File: src/design/timer_pkg.sv
// Register map, field layout and clock-select codes of the compact timer
package timer_pkg;
  // Register byte addresses on the APB slave
  localparam logic [7:0] pin_enable_addr = 8'h00;
  localparam logic [7:0] control_zero_addr = 8'h04;
  localparam logic [7:0] control_one_addr = 8'h08;
  localparam logic [7:0] count_low_addr = 8'h0c;
  localparam logic [7:0] count_high_addr = 8'h10;
  localparam logic [7:0] compare_low_addr = 8'h14;
  localparam logic [7:0] compare_high_addr = 8'h18;
  localparam logic [7:0] period_compare_addr = 8'h1c;

  // Pin-enable register fields
  localparam int first_pin_bit = 0;
  localparam int second_pin_bit = 1;
  localparam logic [7:0] pin_enable_mask = 8'h03;

  // Control zero fields
  localparam int pause_bit = 7;
  localparam int select_hi = 6;
  localparam int select_lo = 4;
  localparam int on_bit = 3;
  localparam logic [7:0] control_zero_mask = 8'hf8;

  // Control one fields
  localparam int mode_hi = 7;
  localparam int mode_lo = 6;
  localparam int clear_select_bit = 0;

  // Reset values and the counter full value
  localparam logic [7:0] pin_enable_reset = 8'h00;
  localparam logic [7:0] control_zero_reset = 8'h00;
  localparam logic [7:0] control_one_reset = 8'h00;
  localparam logic [7:0] period_reset = 8'h00;
  localparam logic [15:0] count_reset = 16'h0000;
  localparam logic [15:0] compare_reset = 16'h0000;
  localparam logic [15:0] count_full = 16'hffff;

  // Clock select codes
  localparam logic [2:0] sel_sys_div4 = 3'h0;
  localparam logic [2:0] sel_sys = 3'h1;
  localparam logic [2:0] sel_high_div16 = 3'h2;
  localparam logic [2:0] sel_high_div64 = 3'h3;
  localparam logic [2:0] sel_timebase = 3'h4;
  localparam logic [2:0] sel_high_div8 = 3'h5;
  localparam logic [2:0] sel_pin_rise = 3'h6;
  localparam logic [2:0] sel_pin_fall = 3'h7;

  // Prescaler terminal counts
  localparam logic [1:0] sys_div4_last = 2'h3;
  localparam logic [5:0] high_div8_last = 6'h07;
  localparam logic [5:0] high_div16_last = 6'h0f;
  localparam logic [5:0] high_div64_last = 6'h3f;
endpackage : timer_pkg

File: src/design/compact_timer_core.sv
// Compact 16-bit timer core with APB register access and byte-buffered pairs
`timescale 1ns/1ps

// Functional notes
// - Pin bit 1 enables second timer pin
// - Pin bit 0 enables first timer pin
// - Pin register bits 7..2 read zero
// - Low bytes move only via shared buffer
// - Compare low write fills buffer only
// - Compare high write also loads low from buffer
// - High byte read captures low into buffer
// - Low byte read returns buffer contents
// - 16-bit up-counter on selected clock source
// - Period value compares counter upper byte
// - Compare value compares all counter bits
// - Software only clears counter via on bit
// - Counter clears on overflow or match
// - Three modes: compare, timer, PWM output
// - Counter readable as two zero-reset bytes
// - Compare value readable/writable as two bytes
// - Period value is one read/write register
// - Clock select eight documented encodings
// - Pause freezes counter, resume continues
// - On rising clears counter, falling holds it
module compact_timer_core (
  input wire logic pclk,
  input wire logic presetn,
  input wire logic clk_en,
  input wire logic psel,
  input wire logic penable,
  input wire logic pwrite,
  input wire logic [7:0] paddr,
  input wire logic [31:0] pwdata,
  output logic [31:0] prdata,
  output logic pready,
  output logic pslverr,
  input wire logic high_clock_tick,
  input wire logic timebase_tick,
  input wire logic external_clock_pin,
  output logic first_pin_enable,
  output logic second_pin_enable,
  output logic [1:0] operating_mode,
  output logic period_match_irq,
  output logic compare_match_irq
);

  ////////////////////////////////////////////////////////////////////////////
  // Registers

  logic [7:0] timer_pin_enable;
  logic [7:0] timer_control_zero;
  logic [7:0] timer_control_one;
  logic [7:0] period_compare;
  logic [15:0] compare_value;
  logic [15:0] count;
  logic [7:0] byte_buffer;
  logic [1:0] sys_prescale;
  logic [5:0] high_prescale;
  logic pin_prev;

  function automatic logic hit(input logic [7:0] addr, input logic [7:0] target);
    hit = (addr == target);
  endfunction : hit

  ////////////////////////////////////////////////////////////////////////////
  // Bus decode

  wire setup_phase = psel && !penable && clk_en;
  wire access_phase = psel && penable && clk_en;
  wire wr = access_phase && pwrite;
  wire rd_setup = setup_phase && !pwrite;
  wire mapped = hit(paddr, timer_pkg::pin_enable_addr) || hit(paddr, timer_pkg::control_zero_addr)
    || hit(paddr, timer_pkg::control_one_addr) || hit(paddr, timer_pkg::count_low_addr)
    || hit(paddr, timer_pkg::count_high_addr) || hit(paddr, timer_pkg::compare_low_addr)
    || hit(paddr, timer_pkg::compare_high_addr) || hit(paddr, timer_pkg::period_compare_addr);
  wire wr_pin = wr && hit(paddr, timer_pkg::pin_enable_addr);
  wire wr_ctl0 = wr && hit(paddr, timer_pkg::control_zero_addr);
  wire wr_ctl1 = wr && hit(paddr, timer_pkg::control_one_addr);
  wire wr_cmp_low = wr && hit(paddr, timer_pkg::compare_low_addr);
  wire wr_cmp_high = wr && hit(paddr, timer_pkg::compare_high_addr);
  wire wr_period = wr && hit(paddr, timer_pkg::period_compare_addr);
  wire rd_count_high = rd_setup && hit(paddr, timer_pkg::count_high_addr);
  wire rd_cmp_high = rd_setup && hit(paddr, timer_pkg::compare_high_addr);

  // Zero wait states; a frozen block stretches the access instead
  assign pready = clk_en;
  assign pslverr = psel && penable && !mapped;

  // read mux
  // Read mux; reserved pin-enable and control zero bits come back as zero, control one reads back as written
  wire [7:0] next_read_byte =
    hit(paddr, timer_pkg::pin_enable_addr) ? (timer_pin_enable & timer_pkg::pin_enable_mask) :
    hit(paddr, timer_pkg::control_zero_addr) ? (timer_control_zero & timer_pkg::control_zero_mask) :
    hit(paddr, timer_pkg::control_one_addr) ? timer_control_one :
    hit(paddr, timer_pkg::count_high_addr) ? count[15:8] :
    hit(paddr, timer_pkg::compare_high_addr) ? compare_value[15:8] :
    hit(paddr, timer_pkg::period_compare_addr) ? period_compare :
    (hit(paddr, timer_pkg::count_low_addr) || hit(paddr, timer_pkg::compare_low_addr)) ? byte_buffer :
    8'h00;

  // Read data is sampled in the setup cycle so high byte and buffer agree
  always_ff @(posedge pclk or negedge presetn) begin
    if (!presetn) begin
      prdata <= 32'h00000000;
    end else if (rd_setup) begin
      prdata <= {24'h000000, next_read_byte};
    end
  end

  ////////////////////////////////////////////////////////////////////////////
  // Control registers

  always_ff @(posedge pclk or negedge presetn) begin
    if (!presetn) begin
      timer_pin_enable <= timer_pkg::pin_enable_reset;
      timer_control_zero <= timer_pkg::control_zero_reset;
      timer_control_one <= timer_pkg::control_one_reset;
      period_compare <= timer_pkg::period_reset;
    end else begin
      if (wr_pin) begin
        timer_pin_enable <= pwdata[7:0] & timer_pkg::pin_enable_mask;
      end
      if (wr_ctl0) begin
        timer_control_zero <= pwdata[7:0] & timer_pkg::control_zero_mask;
      end
      if (wr_ctl1) begin
        timer_control_one <= pwdata[7:0];
      end
      if (wr_period) begin
        period_compare <= pwdata[7:0];
      end
    end
  end

  assign first_pin_enable = timer_pin_enable[timer_pkg::first_pin_bit];
  assign second_pin_enable = timer_pin_enable[timer_pkg::second_pin_bit];
  // mode field steers the output stage outside
  assign operating_mode = timer_control_one[timer_pkg::mode_hi:timer_pkg::mode_lo];

  wire counter_on = timer_control_zero[timer_pkg::on_bit];
  wire counter_pause = timer_control_zero[timer_pkg::pause_bit];
  wire [2:0] clock_select = timer_control_zero[timer_pkg::select_hi:timer_pkg::select_lo];
  wire clear_on_compare = timer_control_one[timer_pkg::clear_select_bit];
  wire turn_on = wr_ctl0 && pwdata[timer_pkg::on_bit] && !counter_on;

  ////////////////////////////////////////////////////////////////////////////
  // Shared low-byte buffer and compare pair

  // buffer moves data only on compare low write or high-byte read
  always_ff @(posedge pclk or negedge presetn) begin
    if (!presetn) begin
      byte_buffer <= 8'h00;
      compare_value <= timer_pkg::compare_reset;
    end else begin
      if (wr_cmp_low) begin
        byte_buffer <= pwdata[7:0];
      end else if (rd_count_high) begin
        byte_buffer <= count[7:0];
      end else if (rd_cmp_high) begin
        byte_buffer <= compare_value[7:0];
      end
      if (wr_cmp_high) begin
        compare_value <= {pwdata[7:0], byte_buffer};
      end
    end
  end

  ////////////////////////////////////////////////////////////////////////////
  // Clock source selection

  // The pin is synchronous to pclk, so one stage suffices for edges
  always_ff @(posedge pclk or negedge presetn) begin
    if (!presetn) begin
      sys_prescale <= 2'h0;
      high_prescale <= 6'h00;
      pin_prev <= 1'b0;
    end else if (clk_en) begin
      sys_prescale <= sys_prescale + 2'h1;
      if (high_clock_tick) begin
        high_prescale <= high_prescale + 6'h01;
      end
      pin_prev <= external_clock_pin;
    end
  end

  wire high_div8 = high_clock_tick && (high_prescale[2:0] == timer_pkg::high_div8_last[2:0]);
  wire high_div16 = high_clock_tick && (high_prescale[3:0] == timer_pkg::high_div16_last[3:0]);
  wire high_div64 = high_clock_tick && (high_prescale == timer_pkg::high_div64_last);
  wire source_tick =
    (clock_select == timer_pkg::sel_sys_div4) ? (sys_prescale == timer_pkg::sys_div4_last) :
    (clock_select == timer_pkg::sel_sys) ? 1'b1 :
    (clock_select == timer_pkg::sel_high_div16) ? high_div16 :
    (clock_select == timer_pkg::sel_high_div64) ? high_div64 :
    (clock_select == timer_pkg::sel_timebase) ? timebase_tick :
    (clock_select == timer_pkg::sel_high_div8) ? high_div8 :
    (clock_select == timer_pkg::sel_pin_rise) ? (external_clock_pin && !pin_prev) :
    (!external_clock_pin && pin_prev);

  // pause and off both gate counting
  wire tick = clk_en && counter_on && !counter_pause && source_tick;

  ////////////////////////////////////////////////////////////////////////////
  // Counter and comparators

  wire period_hit = (count[15:8] == period_compare);
  wire compare_hit = (count == compare_value);
  wire overflow = (count == timer_pkg::count_full);
  wire clear_now = overflow || (clear_on_compare ? compare_hit : period_hit);

  always_ff @(posedge pclk or negedge presetn) begin
    if (!presetn) begin
      count <= timer_pkg::count_reset;
    end else if (turn_on) begin
      count <= timer_pkg::count_reset;
    end else if (tick) begin
      count <= clear_now ? timer_pkg::count_reset : count + 16'h0001;
    end
  end

  always_ff @(posedge pclk or negedge presetn) begin
    if (!presetn) begin
      period_match_irq <= 1'b0;
      compare_match_irq <= 1'b0;
    end else if (clk_en) begin
      period_match_irq <= tick && period_hit;
      compare_match_irq <= tick && compare_hit;
    end
  end

  ////////////////////////////////////////////////////////////////////////////
  // Assertions

  second_pin_a: assert property (@(posedge pclk) disable iff (!presetn)
    wr_pin |=> second_pin_enable == $past(pwdata[1]))
    else $error("second pin enable not updated");

  first_pin_a: assert property (@(posedge pclk) disable iff (!presetn)
    wr_pin |=> first_pin_enable == $past(pwdata[0]))
    else $error("first pin enable not updated");

  pin_reserved_a: assert property (@(posedge pclk) disable iff (!presetn)
    (psel && penable && !pwrite && hit(paddr, timer_pkg::pin_enable_addr)) |-> prdata[7:2] == 6'h00)
    else $error("reserved pin bits read non-zero");

  low_write_a: assert property (@(posedge pclk) disable iff (!presetn)
    wr_cmp_low |=> compare_value[7:0] == $past(compare_value[7:0]) && byte_buffer == $past(pwdata[7:0]))
    else $error("compare low write reached live byte");

  high_write_a: assert property (@(posedge pclk) disable iff (!presetn)
    wr_cmp_high |=> compare_value == {$past(pwdata[7:0]), $past(byte_buffer)})
    else $error("compare high write pair wrong");

  high_read_a: assert property (@(posedge pclk) disable iff (!presetn)
    rd_count_high |=> byte_buffer == $past(count[7:0]) && prdata[7:0] == $past(count[15:8]))
    else $error("counter high read did not capture low");

  low_read_a: assert property (@(posedge pclk) disable iff (!presetn)
    rd_setup && hit(paddr, timer_pkg::count_low_addr) |=> prdata[7:0] == $past(byte_buffer))
    else $error("low read not from buffer");

  on_clear_a: assert property (@(posedge pclk) disable iff (!presetn)
    turn_on |=> count == 16'h0000)
    else $error("counter not cleared on switch-on");

  pause_hold_a: assert property (@(posedge pclk) disable iff (!presetn)
    (counter_pause || !counter_on) && !turn_on |=> $stable(count))
    else $error("counter moved while paused or off");

  wrap_clear_a: assert property (@(posedge pclk) disable iff (!presetn)
    tick && overflow |=> count == 16'h0000)
    else $error("counter did not clear on overflow");

  count_step_a: assert property (@(posedge pclk) disable iff (!presetn)
    tick && !clear_now && !turn_on |=> count == $past(count) + 16'h0001)
    else $error("counter did not step");

  period_flag_a: assert property (@(posedge pclk) disable iff (!presetn)
    $rose(period_match_irq) |-> $past(count[15:8]) == $past(period_compare) && $past(tick))
    else $error("period flag without match");

  compare_flag_a: assert property (@(posedge pclk) disable iff (!presetn)
    $rose(compare_match_irq) |-> $past(count) == $past(compare_value) && $past(tick))
    else $error("compare flag without match");

  period_clear_a: assert property (@(posedge pclk) disable iff (!presetn)
    tick && !clear_on_compare && period_hit |=> count == 16'h0000)
    else $error("counter did not clear on period match");

  compare_clear_a: assert property (@(posedge pclk) disable iff (!presetn)
    tick && clear_on_compare && compare_hit |=> count == 16'h0000)
    else $error("counter did not clear on compare match");

  count_hold_a: assert property (@(posedge pclk) disable iff (!presetn)
    !turn_on && !tick |=> $stable(count))
    else $error("counter changed without tick or switch-on");

  buffer_hold_a: assert property (@(posedge pclk) disable iff (!presetn)
    !wr_cmp_low && !rd_count_high && !rd_cmp_high |=> $stable(byte_buffer))
    else $error("buffer changed without pair access");

  compare_hold_a: assert property (@(posedge pclk) disable iff (!presetn)
    !wr_cmp_high |=> $stable(compare_value))
    else $error("compare value changed without high write");

  compare_read_a: assert property (@(posedge pclk) disable iff (!presetn)
    rd_cmp_high |=> byte_buffer == $past(compare_value[7:0]) && prdata[7:0] == $past(compare_value[15:8]))
    else $error("compare high read did not capture low");

  cmp_low_read_a: assert property (@(posedge pclk) disable iff (!presetn)
    rd_setup && hit(paddr, timer_pkg::compare_low_addr) |=> prdata[7:0] == $past(byte_buffer))
    else $error("compare low read not from buffer");

  period_write_a: assert property (@(posedge pclk) disable iff (!presetn)
    wr_period |=> period_compare == $past(pwdata[7:0]))
    else $error("period value not written");

  pin_upper_a: assert property (@(posedge pclk) disable iff (!presetn)
    wr_pin |=> (timer_pin_enable & ~timer_pkg::pin_enable_mask) == 8'h00)
    else $error("reserved pin bits stored");

  select_write_a: assert property (@(posedge pclk) disable iff (!presetn)
    wr_ctl0 |=> clock_select == $past(pwdata[timer_pkg::select_hi:timer_pkg::select_lo])
      && (timer_control_zero & ~timer_pkg::control_zero_mask) == 8'h00)
    else $error("clock select not written");

  mode_write_a: assert property (@(posedge pclk) disable iff (!presetn)
    wr_ctl1 |=> operating_mode == $past(pwdata[timer_pkg::mode_hi:timer_pkg::mode_lo]))
    else $error("operating mode not written");

  // A frozen block must not move even while the bus is busy
  enable_freeze_a: assert property (@(posedge pclk) disable iff (!presetn)
    !clk_en |=> $stable(count) && $stable(compare_value) && $stable(byte_buffer)
      && $stable(timer_control_zero) && $stable(prdata) && $stable(period_match_irq))
    else $error("state moved while clock enable low");

endmodule : compact_timer_core

File: config.mk
export PLATFORM = sky130hd
export DESIGN_NAME = compact_timer_core
export DESIGN_NICKNAME = d
export VERILOG_FILES = /design/src/design/timer_pkg.sv /design/src/design/compact_timer_core.sv
export SDC_FILE = /design/constraint.sdc
export NUM_CORES = 1
export LEC_CHECK = 0
export ABC_AREA = 1
export BUFFER_PORTS_ARGS = -buffer_cell sky130_fd_sc_hd__buf_2
export CAP_MARGIN = 5
export CORE_MARGIN = 3
export CORE_UTILIZATION = 35
export CTS_CLUSTER_DIAMETER = 30
export DETAILED_ROUTE_END_ITERATION = 10
export HOLD_SLACK_MARGIN = 0.02
export SLEW_MARGIN = 40
export SYNTH_ARGS = -nofsm -noshare
export SYNTH_HDL_FRONTEND = slang
export SYNTH_SLANG_ARGS = --single-unit
File: constraint.sdc
create_clock -name pclk -period 2.1 [get_ports pclk]
set_input_delay 0.525 -clock pclk [delete_from_list [all_inputs] [get_ports pclk]]
set_output_delay 0.525 -clock pclk [all_outputs]
set_load 0.05 [all_outputs]
### After elaboration in Yosys (flattened, before gate mapping)

Cells that the tools add are included.

* shift-type cells: 0
* muxes and demuxes: 21
* multipliers: 0
* reductions and logical operators: 48
* bitwise logic cells: 0
* $add $sub $neg: 3
* divide/modulo/power cells: 0
* order comparisons: 0
* equality and inequality tests: 20

Operator list (count)
* two-way mux 8 bit: 10
* two-way mux 16 bit: 3
* == test 8 x 5 -> 1 bit, second input constant: 4
* logical AND 1 bit: 27
* adder 16 x 1 -> 16 bit, second input constant: 1
* == test 16 bit: 1
* == test 16 bit, second input constant: 1
* == test 8 x 4 -> 1 bit, second input constant: 2
* == test 3 bit, second input constant: 4
* logical OR 1 bit: 9
* == test 8 x 3 -> 1 bit, second input constant: 1
* == test 8 bit: 1
* zero test 8 bit: 1
* two-way mux 1 bit: 8
* zero test 1 bit: 7
* adder 6 x 1 -> 6 bit, second input constant: 1
* == test 3 x 2 -> 1 bit, second input constant: 2
* == test 6 bit, second input constant: 1
* == test 4 bit, second input constant: 1
* == test 3 x 1 -> 1 bit, second input constant: 1
* zero test 3 bit: 1
* nonzero test 3 bit: 1
* adder 2 x 1 -> 2 bit, second input constant: 1
* == test 2 bit, second input constant: 1
* other kinds (2): 2

* bits in latches: 0
* RAM bits: 0
* output and inout port bits: 40
* memories: 0
* bits of input ports: 49
* word-level logic and storage cells: 105
* ROM bits: 0
* register bits after elaboration: 82

### Longest topological paths before layout

Gate-level depths: netlist (run 1).

* depth in word-level cells: 12
* depth in mapped cells: 13
* depth with buffers taken out: 12

### Worst setup path before layout (run 1)

OpenSTA, ideal clock, no wires.

* kind: input to output
* start: input paddr[6]
* end: output pslverr
* data required time: 1575 ps
* path slack: -1701 ps
* path buffers: 0
* stages on the path: 4
* arrival time: 3276 ps
* path through: inv_1 -> nand4_1 -> nor2_4 -> a2111oi_0

* cells in the longest elaborated chain, start to end: 10
* elaborated cells on any way between the ends: 17
* classes of those cells: eq/ne: 7; reduce/logical: 10

Ends and longest elaborated chain
* start, declared: RTL line compact_timer_core.sv:32 `input wire logic [7:0] paddr,`
* == test 8 x 3 -> 1 bit / zero test 8 bit (equally long branches): RTL line compact_timer_core.sv:62 `hit = (addr == target);`
* logical OR 1 bit: RTL line compact_timer_core.sv:72 `wire mapped = hit(paddr, timer_pkg::pin_enable_addr) || hit(paddr, timer_pkg::control_zero_addr)`
* logical OR 1 bit (2 in series): RTL line compact_timer_core.sv:73 `|| hit(paddr, timer_pkg::control_one_addr) || hit(paddr, timer_pkg::count_low_addr)`
* logical OR 1 bit (2 in series): RTL line compact_timer_core.sv:74 `|| hit(paddr, timer_pkg::count_high_addr) || hit(paddr, timer_pkg::compare_low_addr)`
* logical OR 1 bit: RTL line compact_timer_core.sv:75 `|| hit(paddr, timer_pkg::compare_high_addr) || hit(paddr, timer_pkg::period_compare_addr);`
* logical OR 1 bit (*): RTL line compact_timer_core.sv:75
* zero test 1 bit (*): RTL line compact_timer_core.sv:87 `assign pslverr = psel && penable && !mapped;`
* logical AND 1 bit (*): RTL line compact_timer_core.sv:87
* end, declared: RTL line compact_timer_core.sv:36 `output logic pslverr,`

Every way passes the cells marked *; elsewhere a longest branch is shown, timed or not.

### Worst setup path after layout (run 1)

Same ends and word-level chain as after synthesis.

==> metrics.md, run 1 <==
| Metric | Value |
|---|---|
| Status | `finished clean` |
| Critical R2R Launch | `high_prescale[0]` |
| MaxCap Viol Count | `0` |
| Seq pwr share | `a little over two fifths` |
| Crit Path Max Fanout | `3` |
| Max VDD drop | `0.403 mV` |
| Count leader, synth | `nand2_1` |
| Unique masters post-synth | `41` |
| Synthesized area | `0.00504 mm²` |
| # DRC | `0` |
| Pint | `approximately 3.0 mW` |
| Switch share | `26.3%` |
| Total core area | `about 0.014 mm²` |
| Die height | `between 100 and 150 µm` |
| NetSw | `1.08 mW` |
| Clk slew on worst S/H paths | `about 0.060 ns` |
| Clk sinks | `82` |
| Syn Area/Cell | `around 7.5 µm²` |
| DP Wirelength | `around 10 mm` |
| CTS resizes | `0` |
| Final wirelength | `12.8 mm` |
| Min Tclk post-route | `about 2.0 ns` |
| # diodes | `0` |
| Synth area leader | `dfrtp_1` |
| Initial Util | `36.1%` |
| Vias in the first global route | `around 4,000` |
| Max frequency | `around 500 MHz` |
| Die area | `around 0.016 mm²` |
| Gate Count Post-Synth | `approximately 670` |
| Initial DRC count | `314` |
| Class of the worst hold path | `in -> async` |
| Number of buffers created by CTS | `9` |
| Clock skew | `0.00381 ns` |
| Clock root buffer | `clkbuf_16` |
| Fill count | `about 1,400` |
| I/O Buffers | `40` |
| Register area | `a little over 0.002 mm²` |
| Share of layout cells above drive strength 1 | `~18%` |
| RePlAce Congestion | `0.875` |
| Chip width | `about 130 µm` |
| Initial antenna violation count | `0` |
| Main synth FF type | `dfrtp_1` |
| Final Cycle Share | `95.1%` |
| # IOs | `a little under 90` |
| Yosys warns | `0` |
| Area of the multi-input gates | `~0.0025 mm²` |
| Arrival @ worst endpoint | `between 1 and 1.5 ns` |
| Post-synth EDFFs | `0` |
| Kind of end point of the critical path | `primary output` |
| First-pass detailed-route iteration total | `5` |
| Area growth syn-to-layout | `15.3%` |
| Clock Path Buffers | `2` |
| Via density | `~4.7` |
| Wire per inst | `between 10 and 15 µm` |
| Most common library cells after synthesis | `nand2_1 (209), dfrtp_1 (82), inv_1 (61), nor2_1 (52)` |
| Post-synth top area share | `between 40% and 50%` |
| Post-CTS setup buffer count | `0` |
| Fin util | `41.6%` |
| Fin cells | `911` |
| Total track usage | `16.8%` |
| Worst endpoint required time | `1.57 ns` |
| Number of synthesized register bits | `just over 80` |
| Clock group share of total power | `approximately 45%` |
| Cell Rows | `between 40 and 50` |
| RSZ-0062 raised after global routing | `false` |
| Setup TNS | `0 ns` |
| Worst skew pair latency | `about 0.35 ns` |
| Nets | `780` |
| Hold Buf Count CTS | `0` |
| Crit Path Category | `in -> out` |
| Register-to-Register Path Depth | `11` |
| Reg-to-reg endpoint | `count[12]` |
| Final setup violation count | `0` |
| Final Hold Fails | `0` |
| Startpoint Class | `input pin` |
| Combinational Power Share | `about an eighth` |
| Global-route wire length before repair | `roughly 21 mm` |
| Largest net degree at the start of global routing | `42` |
| CTS tree | `done` |
| R2R setup slack | `0.29 ns` |
| Detail Route Antenna Nets | `0` |
| PD cells | `about 710 mW/mm²` |
| Max-slew violations | `0` |
| Seq/Total Area, Yosys | `about two fifths` |
| Ranking of synthesized cells by area | `dfrtp_1 (41%), nand2_1 (16%), buf_4 (4.9%), inv_1 (4.5%), nor2_1 (3.9%)` |
| Vias | `around 4,300` |
| Leakage power | `a little over 3 nW` |
| Asr flop ratio synth | `100%` |
| Placed insts | `about 900` |
| H-tree depth | `3` |
| Remaining Overflow, GRT | `0` |
## critical path, stage by stage
cell and delay (ns):
buf_2 0.08, inv_1 0.05, nand2_1 0.12, nor3_1 0.06, buf_4 0.14, a2111oi_4 0.30
buf_6 0.20
## state kept, by name, indices dropped and copies added, names as in the netlist, 2 cells and up
register and flops:
byte_buffer 8, compare_value 16, count 16, high_prescale 6
period_compare 8, prdata 8, sys_prescale 2, timer_control_one 8
timer_control_zero 5, timer_pin_enable 2
## layer usage
| layer | GRT usage, % | up-vias | routed length (µm) |
|---|---|---|---|
| li1 | - | 2210 | - |
| met1 | 23.7 | 1977 | 6200 |
| met2 | 24.9 | 110 | 5660 |
| met3 | 3.05 | 24 | 572 |
| met4 | 8.08 | 0 | 410 |
| met5 | 0 | - | 0 |
## layout make-up
type                       instances  area share (%)
tap                              180            3.87
clock inverter                     5            1.76
multi-input combinational        491            42.8
clock buffer                      10            4.11
inverter                          77            4.97
timing repair buffer              66            7.16
sequential                        82            35.3
## logic make-up (layout without fill, tap and decap cells)
family	Yosys count	in the layout	synth area share, %
buffers and inverters	121	158	12.2
other	1	24	0.0744
adder cells (fa/ha/maj)	4	4	0.992
AND/OR/NAND/NOR	344	344	31.5
multiplexers	2	2	0.447
flip-flops	82	82	40.7
XOR/XNOR	21	21	3.65
AO/OA/AOI/OAI	96	96	10.5
## how the worst max path moves through the flow
stage | start | to | slack, ns | cells after the start
final | paddr[6] | pslverr | 0.10 | 7
after global routing | paddr[3] | pslverr | 0.01 | 8
after CTS | paddr[3] | pslverr | 0.05 | 8
after detailed placement | paddr[3] | pslverr | 0.05 | 8
after global placement | paddr[3] | pslverr | 0.06 | 8
after floorplan | paddr[6] | pslverr | 0.05 | 6
## placed cells by master, fill, tap and decap left out, drive strengths merged, types with 2 or more instances in the layout
cell     synthesis  final
mux2             2      2
bufinv           0      3
nand2          215    215
o21ai           52     52
nor3             9      9
or2              4      4
xor2            18     18
a21oi           27     27
dfrtp           82     82
o22ai            4      4
conb             1     24
clkbuf           1     10
buf             43     66
o221ai           2      2
nand4           16     16
o211ai           3      3
nor2            61     61
inv             77     77
xnor2            3      3
and2             2      2
nand3           36     36
ha               4      4
o2111ai          3      3
## power by group through the flow
| stage | Sequential (mW) | Combinational (mW) | Clock, mW |
|---|---|---|---|
| final | 1.77 | 0.509 | 1.84 |
| after global routing | 1.78 | 0.575 | 1.94 |
| after CTS | 1.77 | 0.513 | 1.88 |
| after detailed placement | 1.80 | 0.509 | 0 |
| after global placement | 1.79 | 0.506 | 0 |
| after floorplan | 1.81 | 0.368 | 0 |
## stage by stage
stage / area, µm² / hold slack [ns] / worst slack [ns] / power [mW]
final: 5820 / 0.0866 / 0.104 / 4.11
after global routing: 5820 / 0.106 / 0.0127 / 4.30
after CTS: 5800 / 0.0854 / 0.0487 / 4.16
after detailed placement: 5460 / 0.463 / 0.0486 / 2.31
after global placement: 5460 / 0.460 / 0.0579 / 2.30
after floorplan: 5150 / 0.229 / 0.0499 / 2.17
Note: power is estimated with default switching activity, not from simulation.
==> inputs of run 2 (changes only) <==
--- a/config.mk
+++ b/config.mk
@@ -5,7 +5,6 @@
 export SDC_FILE = /design/constraint.sdc
 export NUM_CORES = 1
 export LEC_CHECK = 0
-export ABC_AREA = 1
 export BUFFER_PORTS_ARGS = -buffer_cell sky130_fd_sc_hd__buf_2
 export CAP_MARGIN = 5
 export CORE_MARGIN = 3
==> run 2 against run 1 <==
The flow now finishes with violations (negative setup slack). Clock-buffer cell count is the same. Combinational power up 40%. First-iteration DRC count is 19% lower. Die area is 5.7% lower. Flip-flop and latch count did not move. Clock power decreased by 20%. Synthesized cell count shrank 29%. Routed wire length is 5.3% higher. Hold slack better by 0.044 ns. Non-clock buffer count rose by 75. Critical path type is now reg -> reg. Largest power group is now registers.
==> metrics.md, run 2 <==
| Metric | Value |
|---|---|
| Total core area | `between 0.01 and 0.015 mm²` |
| Initial antenna violation count | `0` |
| Syn Area/Cell | `~10 µm²` |
| Switch share | `~28%` |
| CTS tree | `done` |
| Clock skew | `between 0.008 and 0.009 ns` |
| Via density | `about 5.3` |
| Largest registers | `compare_value: 16 flops, count: 16 flops` |
| Pint | `2.82 mW` |
| Fin Hold WS | `approximately 0.13 ns` |
| First-pass detailed-route iteration total | `5` |
| Final Cycle Share | `105%` |
| Initial DRC count | `253` |
| Status | `complete, but fails checks` |
| Area growth syn-to-layout | `31.8%` |
| Clock Path Buffers | `2` |
| Nets | `between 600 and 700` |
| Most common library cells after synthesis | `dfrtp_1 (82), mux2_2 (45), nand2_1 (38), buf_4 (28)` |
| Arrival @ worst endpoint | `approximately 2.4 ns` |
| Kind of end point of the critical path | `flip-flop` |
| Startpoint Class | `flip-flop` |
| Remaining Overflow, GRT | `0` |
| Combinational Power Share | `around 18%` |
| Gate Count Post-Synth | `474` |
| DP Wirelength | `9.75 mm` |
| H-tree depth | `3` |
| Clk sinks | `82` |
| Final wirelength | `about 14 mm` |
| Asr flop ratio synth | `100%` |
| Failing checks | `negative setup slack` |
| NetSw | `about 1.1 mW` |
| Final Hold Fails | `0` |
| RSZ-0062 raised after global routing | `true` |
| Yosys warns | `0` |
| Fin util | `48.3%` |
| Final setup violation count | `12` |
| Clock root buffer | `clkbuf_16` |
| Vias in the first global route | `approximately 4,000` |
| # diodes | `0` |
| Count leader, synth | `dfrtp_1` |
| GRT Max-Usage Layer | `met2` |
| GR Util met1 | `25.7%` |
| Die area | `0.0150 mm²` |
| Wire per inst | `between 15 and 20 µm` |
| Commonest non-fill, non-tap cell in the layout | `buf_4` |
| Clk slew on worst S/H paths | `~0.060 ns` |
| Share of layout cells above drive strength 1 | `between 40 and 50%` |
| Class of the worst hold path | `in -> async` |
| Hold Buf Count CTS | `0` |
| Post-route setup slack | `-0.0969 ns` |
| Die height | `around 120 µm` |
| Chip width | `approximately 120 µm` |
| Cell Rows | `41` |
| Seq/Total Area, Yosys | `between 40% and 50%` |
| Largest net degree at the start of global routing | `35` |
| MaxCap Viol Count | `0` |
| Seq pwr share | `between 40% and 50%` |
| Number of synthesized register bits | `between 80 and 90` |
| Post-synth EDFFs | `0` |
| Worst skew pair latency | `roughly 0.35 ns` |
| Clock group share of total power | `between 30% and 40%` |
| Unique masters post-synth | `between 50 and 60` |
| Ranking of synthesized cells by area | `dfrtp_1 (43%), mux2_2 (11%), xnor2_1 (4.8%), buf_4 (4.4%), nand2_1 (3.0%)` |
| Max-slew violations | `0` |
| Synth area leader | `dfrtp_1` |
| Crit Path Max Fanout | `6` |
| Worst endpoint required time | `2.33 ns` |
| PnR Total Power | `just under 4 mW` |
| Synthesized area | `roughly 0.0047 mm²` |
| Most frequent cells in the layout | `buf_4 (91), dfrtp_1 (82), mux2_2 (45)` |
| # IOs | `just under 90` |
| Min Tclk post-route | `2.20 ns` |
| Number of buffers created by CTS | `9` |
| Vias | `slightly above 4,000` |
| Global-route wire length before repair | `approximately 21 mm` |
| Post-synth top area share | `43.3%` |
| Main synth FF type | `dfrtp_1` |
| I/O Buffers | `40` |
| PD cells | `631 mW/mm²` |
| # DRC | `0` |
| Total track usage | `between 15 and 20%` |
| Max frequency | `around 460 MHz` |
| Detail Route Antenna Nets | `0` |
| Leakage power | `just under 3 nW` |
| M3 GR Usage | `4.93%` |
| Crit Path Category | `reg -> reg` |
| Met2 Use GR | `slightly below 30%` |
| Initial Util | `between 30% and 40%` |
| Max VDD drop | `~0.50 mV` |
| RePlAce Congestion | `approximately 0.85` |
==> run 2: layer usage <==
metal / wire [µm] / up-vias
met5: 0 / -
li1: - / 1911
met3: 761 / 15
met2: 6220 / 119
met1: 6340 / 2037
met4: 201 / 0
==> run 2: timing repair <==
| item | CTS | global route |
|---|---|---|
| gates resized for setup | 28 | 21 |
| pin swaps | 13 | 11 |
| cloned | 1 | 1 |
| setup buffers | 10 | 4 |
| endpoints found under the setup margin | 16 | 17 |
==> run 2: kinds of logic (layout without fill, tap and decap cells) <==
logic type                 Yosys count  count (layout)  synth area share (%)
buffers and inverters               63             167                  7.55
muxes                               58              58                  13.4
AOI/OAI and AO/OA                  105             105                  14.9
adders and majority gates            5               5                  1.27
DFF                                 82              82                  43.3
and+or+nand+nor                    131             132                  14.1
other                                1              24                0.0791
xor gates and xnor gates            29              29                  5.36
==> run 2: critical path, stage by stage (launching register included) <==
cell and delay, ns:
dfrtp_1 0.43, xnor2_1 0.18, nand4_1 0.13, nor4_2 0.29
buf_4 0.16, and2_4 0.14, and3b_4 0.22, buf_6 0.13
and3_4 0.15, a221o_1 0.25
==> run 2: power by group through the flow <==
stage	logic [mW]	registers, mW	clock network, mW
2_1_floorplan	0.363	1.77	0
3_3_place_gp	0.602	1.76	0
3_5_place_dp	0.624	1.76	0
4_1_cts	0.694	1.76	1.51
5_1_grt	0.789	1.77	1.59
6_report	0.711	1.76	1.48
==> run 2: layout make-up <==
type	count	area (µm²)
clock buffer	10	239
clock inverter	5	31.3
fill	1211	6680
inverter	11	41.3
multi-input combinational	353	2630
sequential	82	2050
tap	172	215
timing repair buffer	141	1040
==> run 2: through the flow <==
step           instances  setup TNS (ns)  setup slack, ns  instance area (µm²)
2_1_floorplan        497         -0.0671          -0.0430                 4860
3_3_place_gp         744           -3.18           -0.236                 5630
3_5_place_dp         744           -4.02           -0.323                 5630
4_1_cts              770           -1.22           -0.140                 6120
5_1_grt              774           -1.91           -0.209                 6250
6_report             774          -0.448          -0.0969                 6250
==> run 2: worst paths after layout <==
path	from	to	slack (ns)	cells after the start
min in group pclk	external_clock_pin	pin_prev	0.45	2
min	presetn	prdata[1]	0.13	1
max reg2reg	count[8]	count[14]	-0.1	9
max	count[8]	count[14]	-0.1	9
max in group asynchronous	presetn	sys_prescale[1]	1.39	2
min reg2reg	prdata[0]	prdata[0]	0.47	2
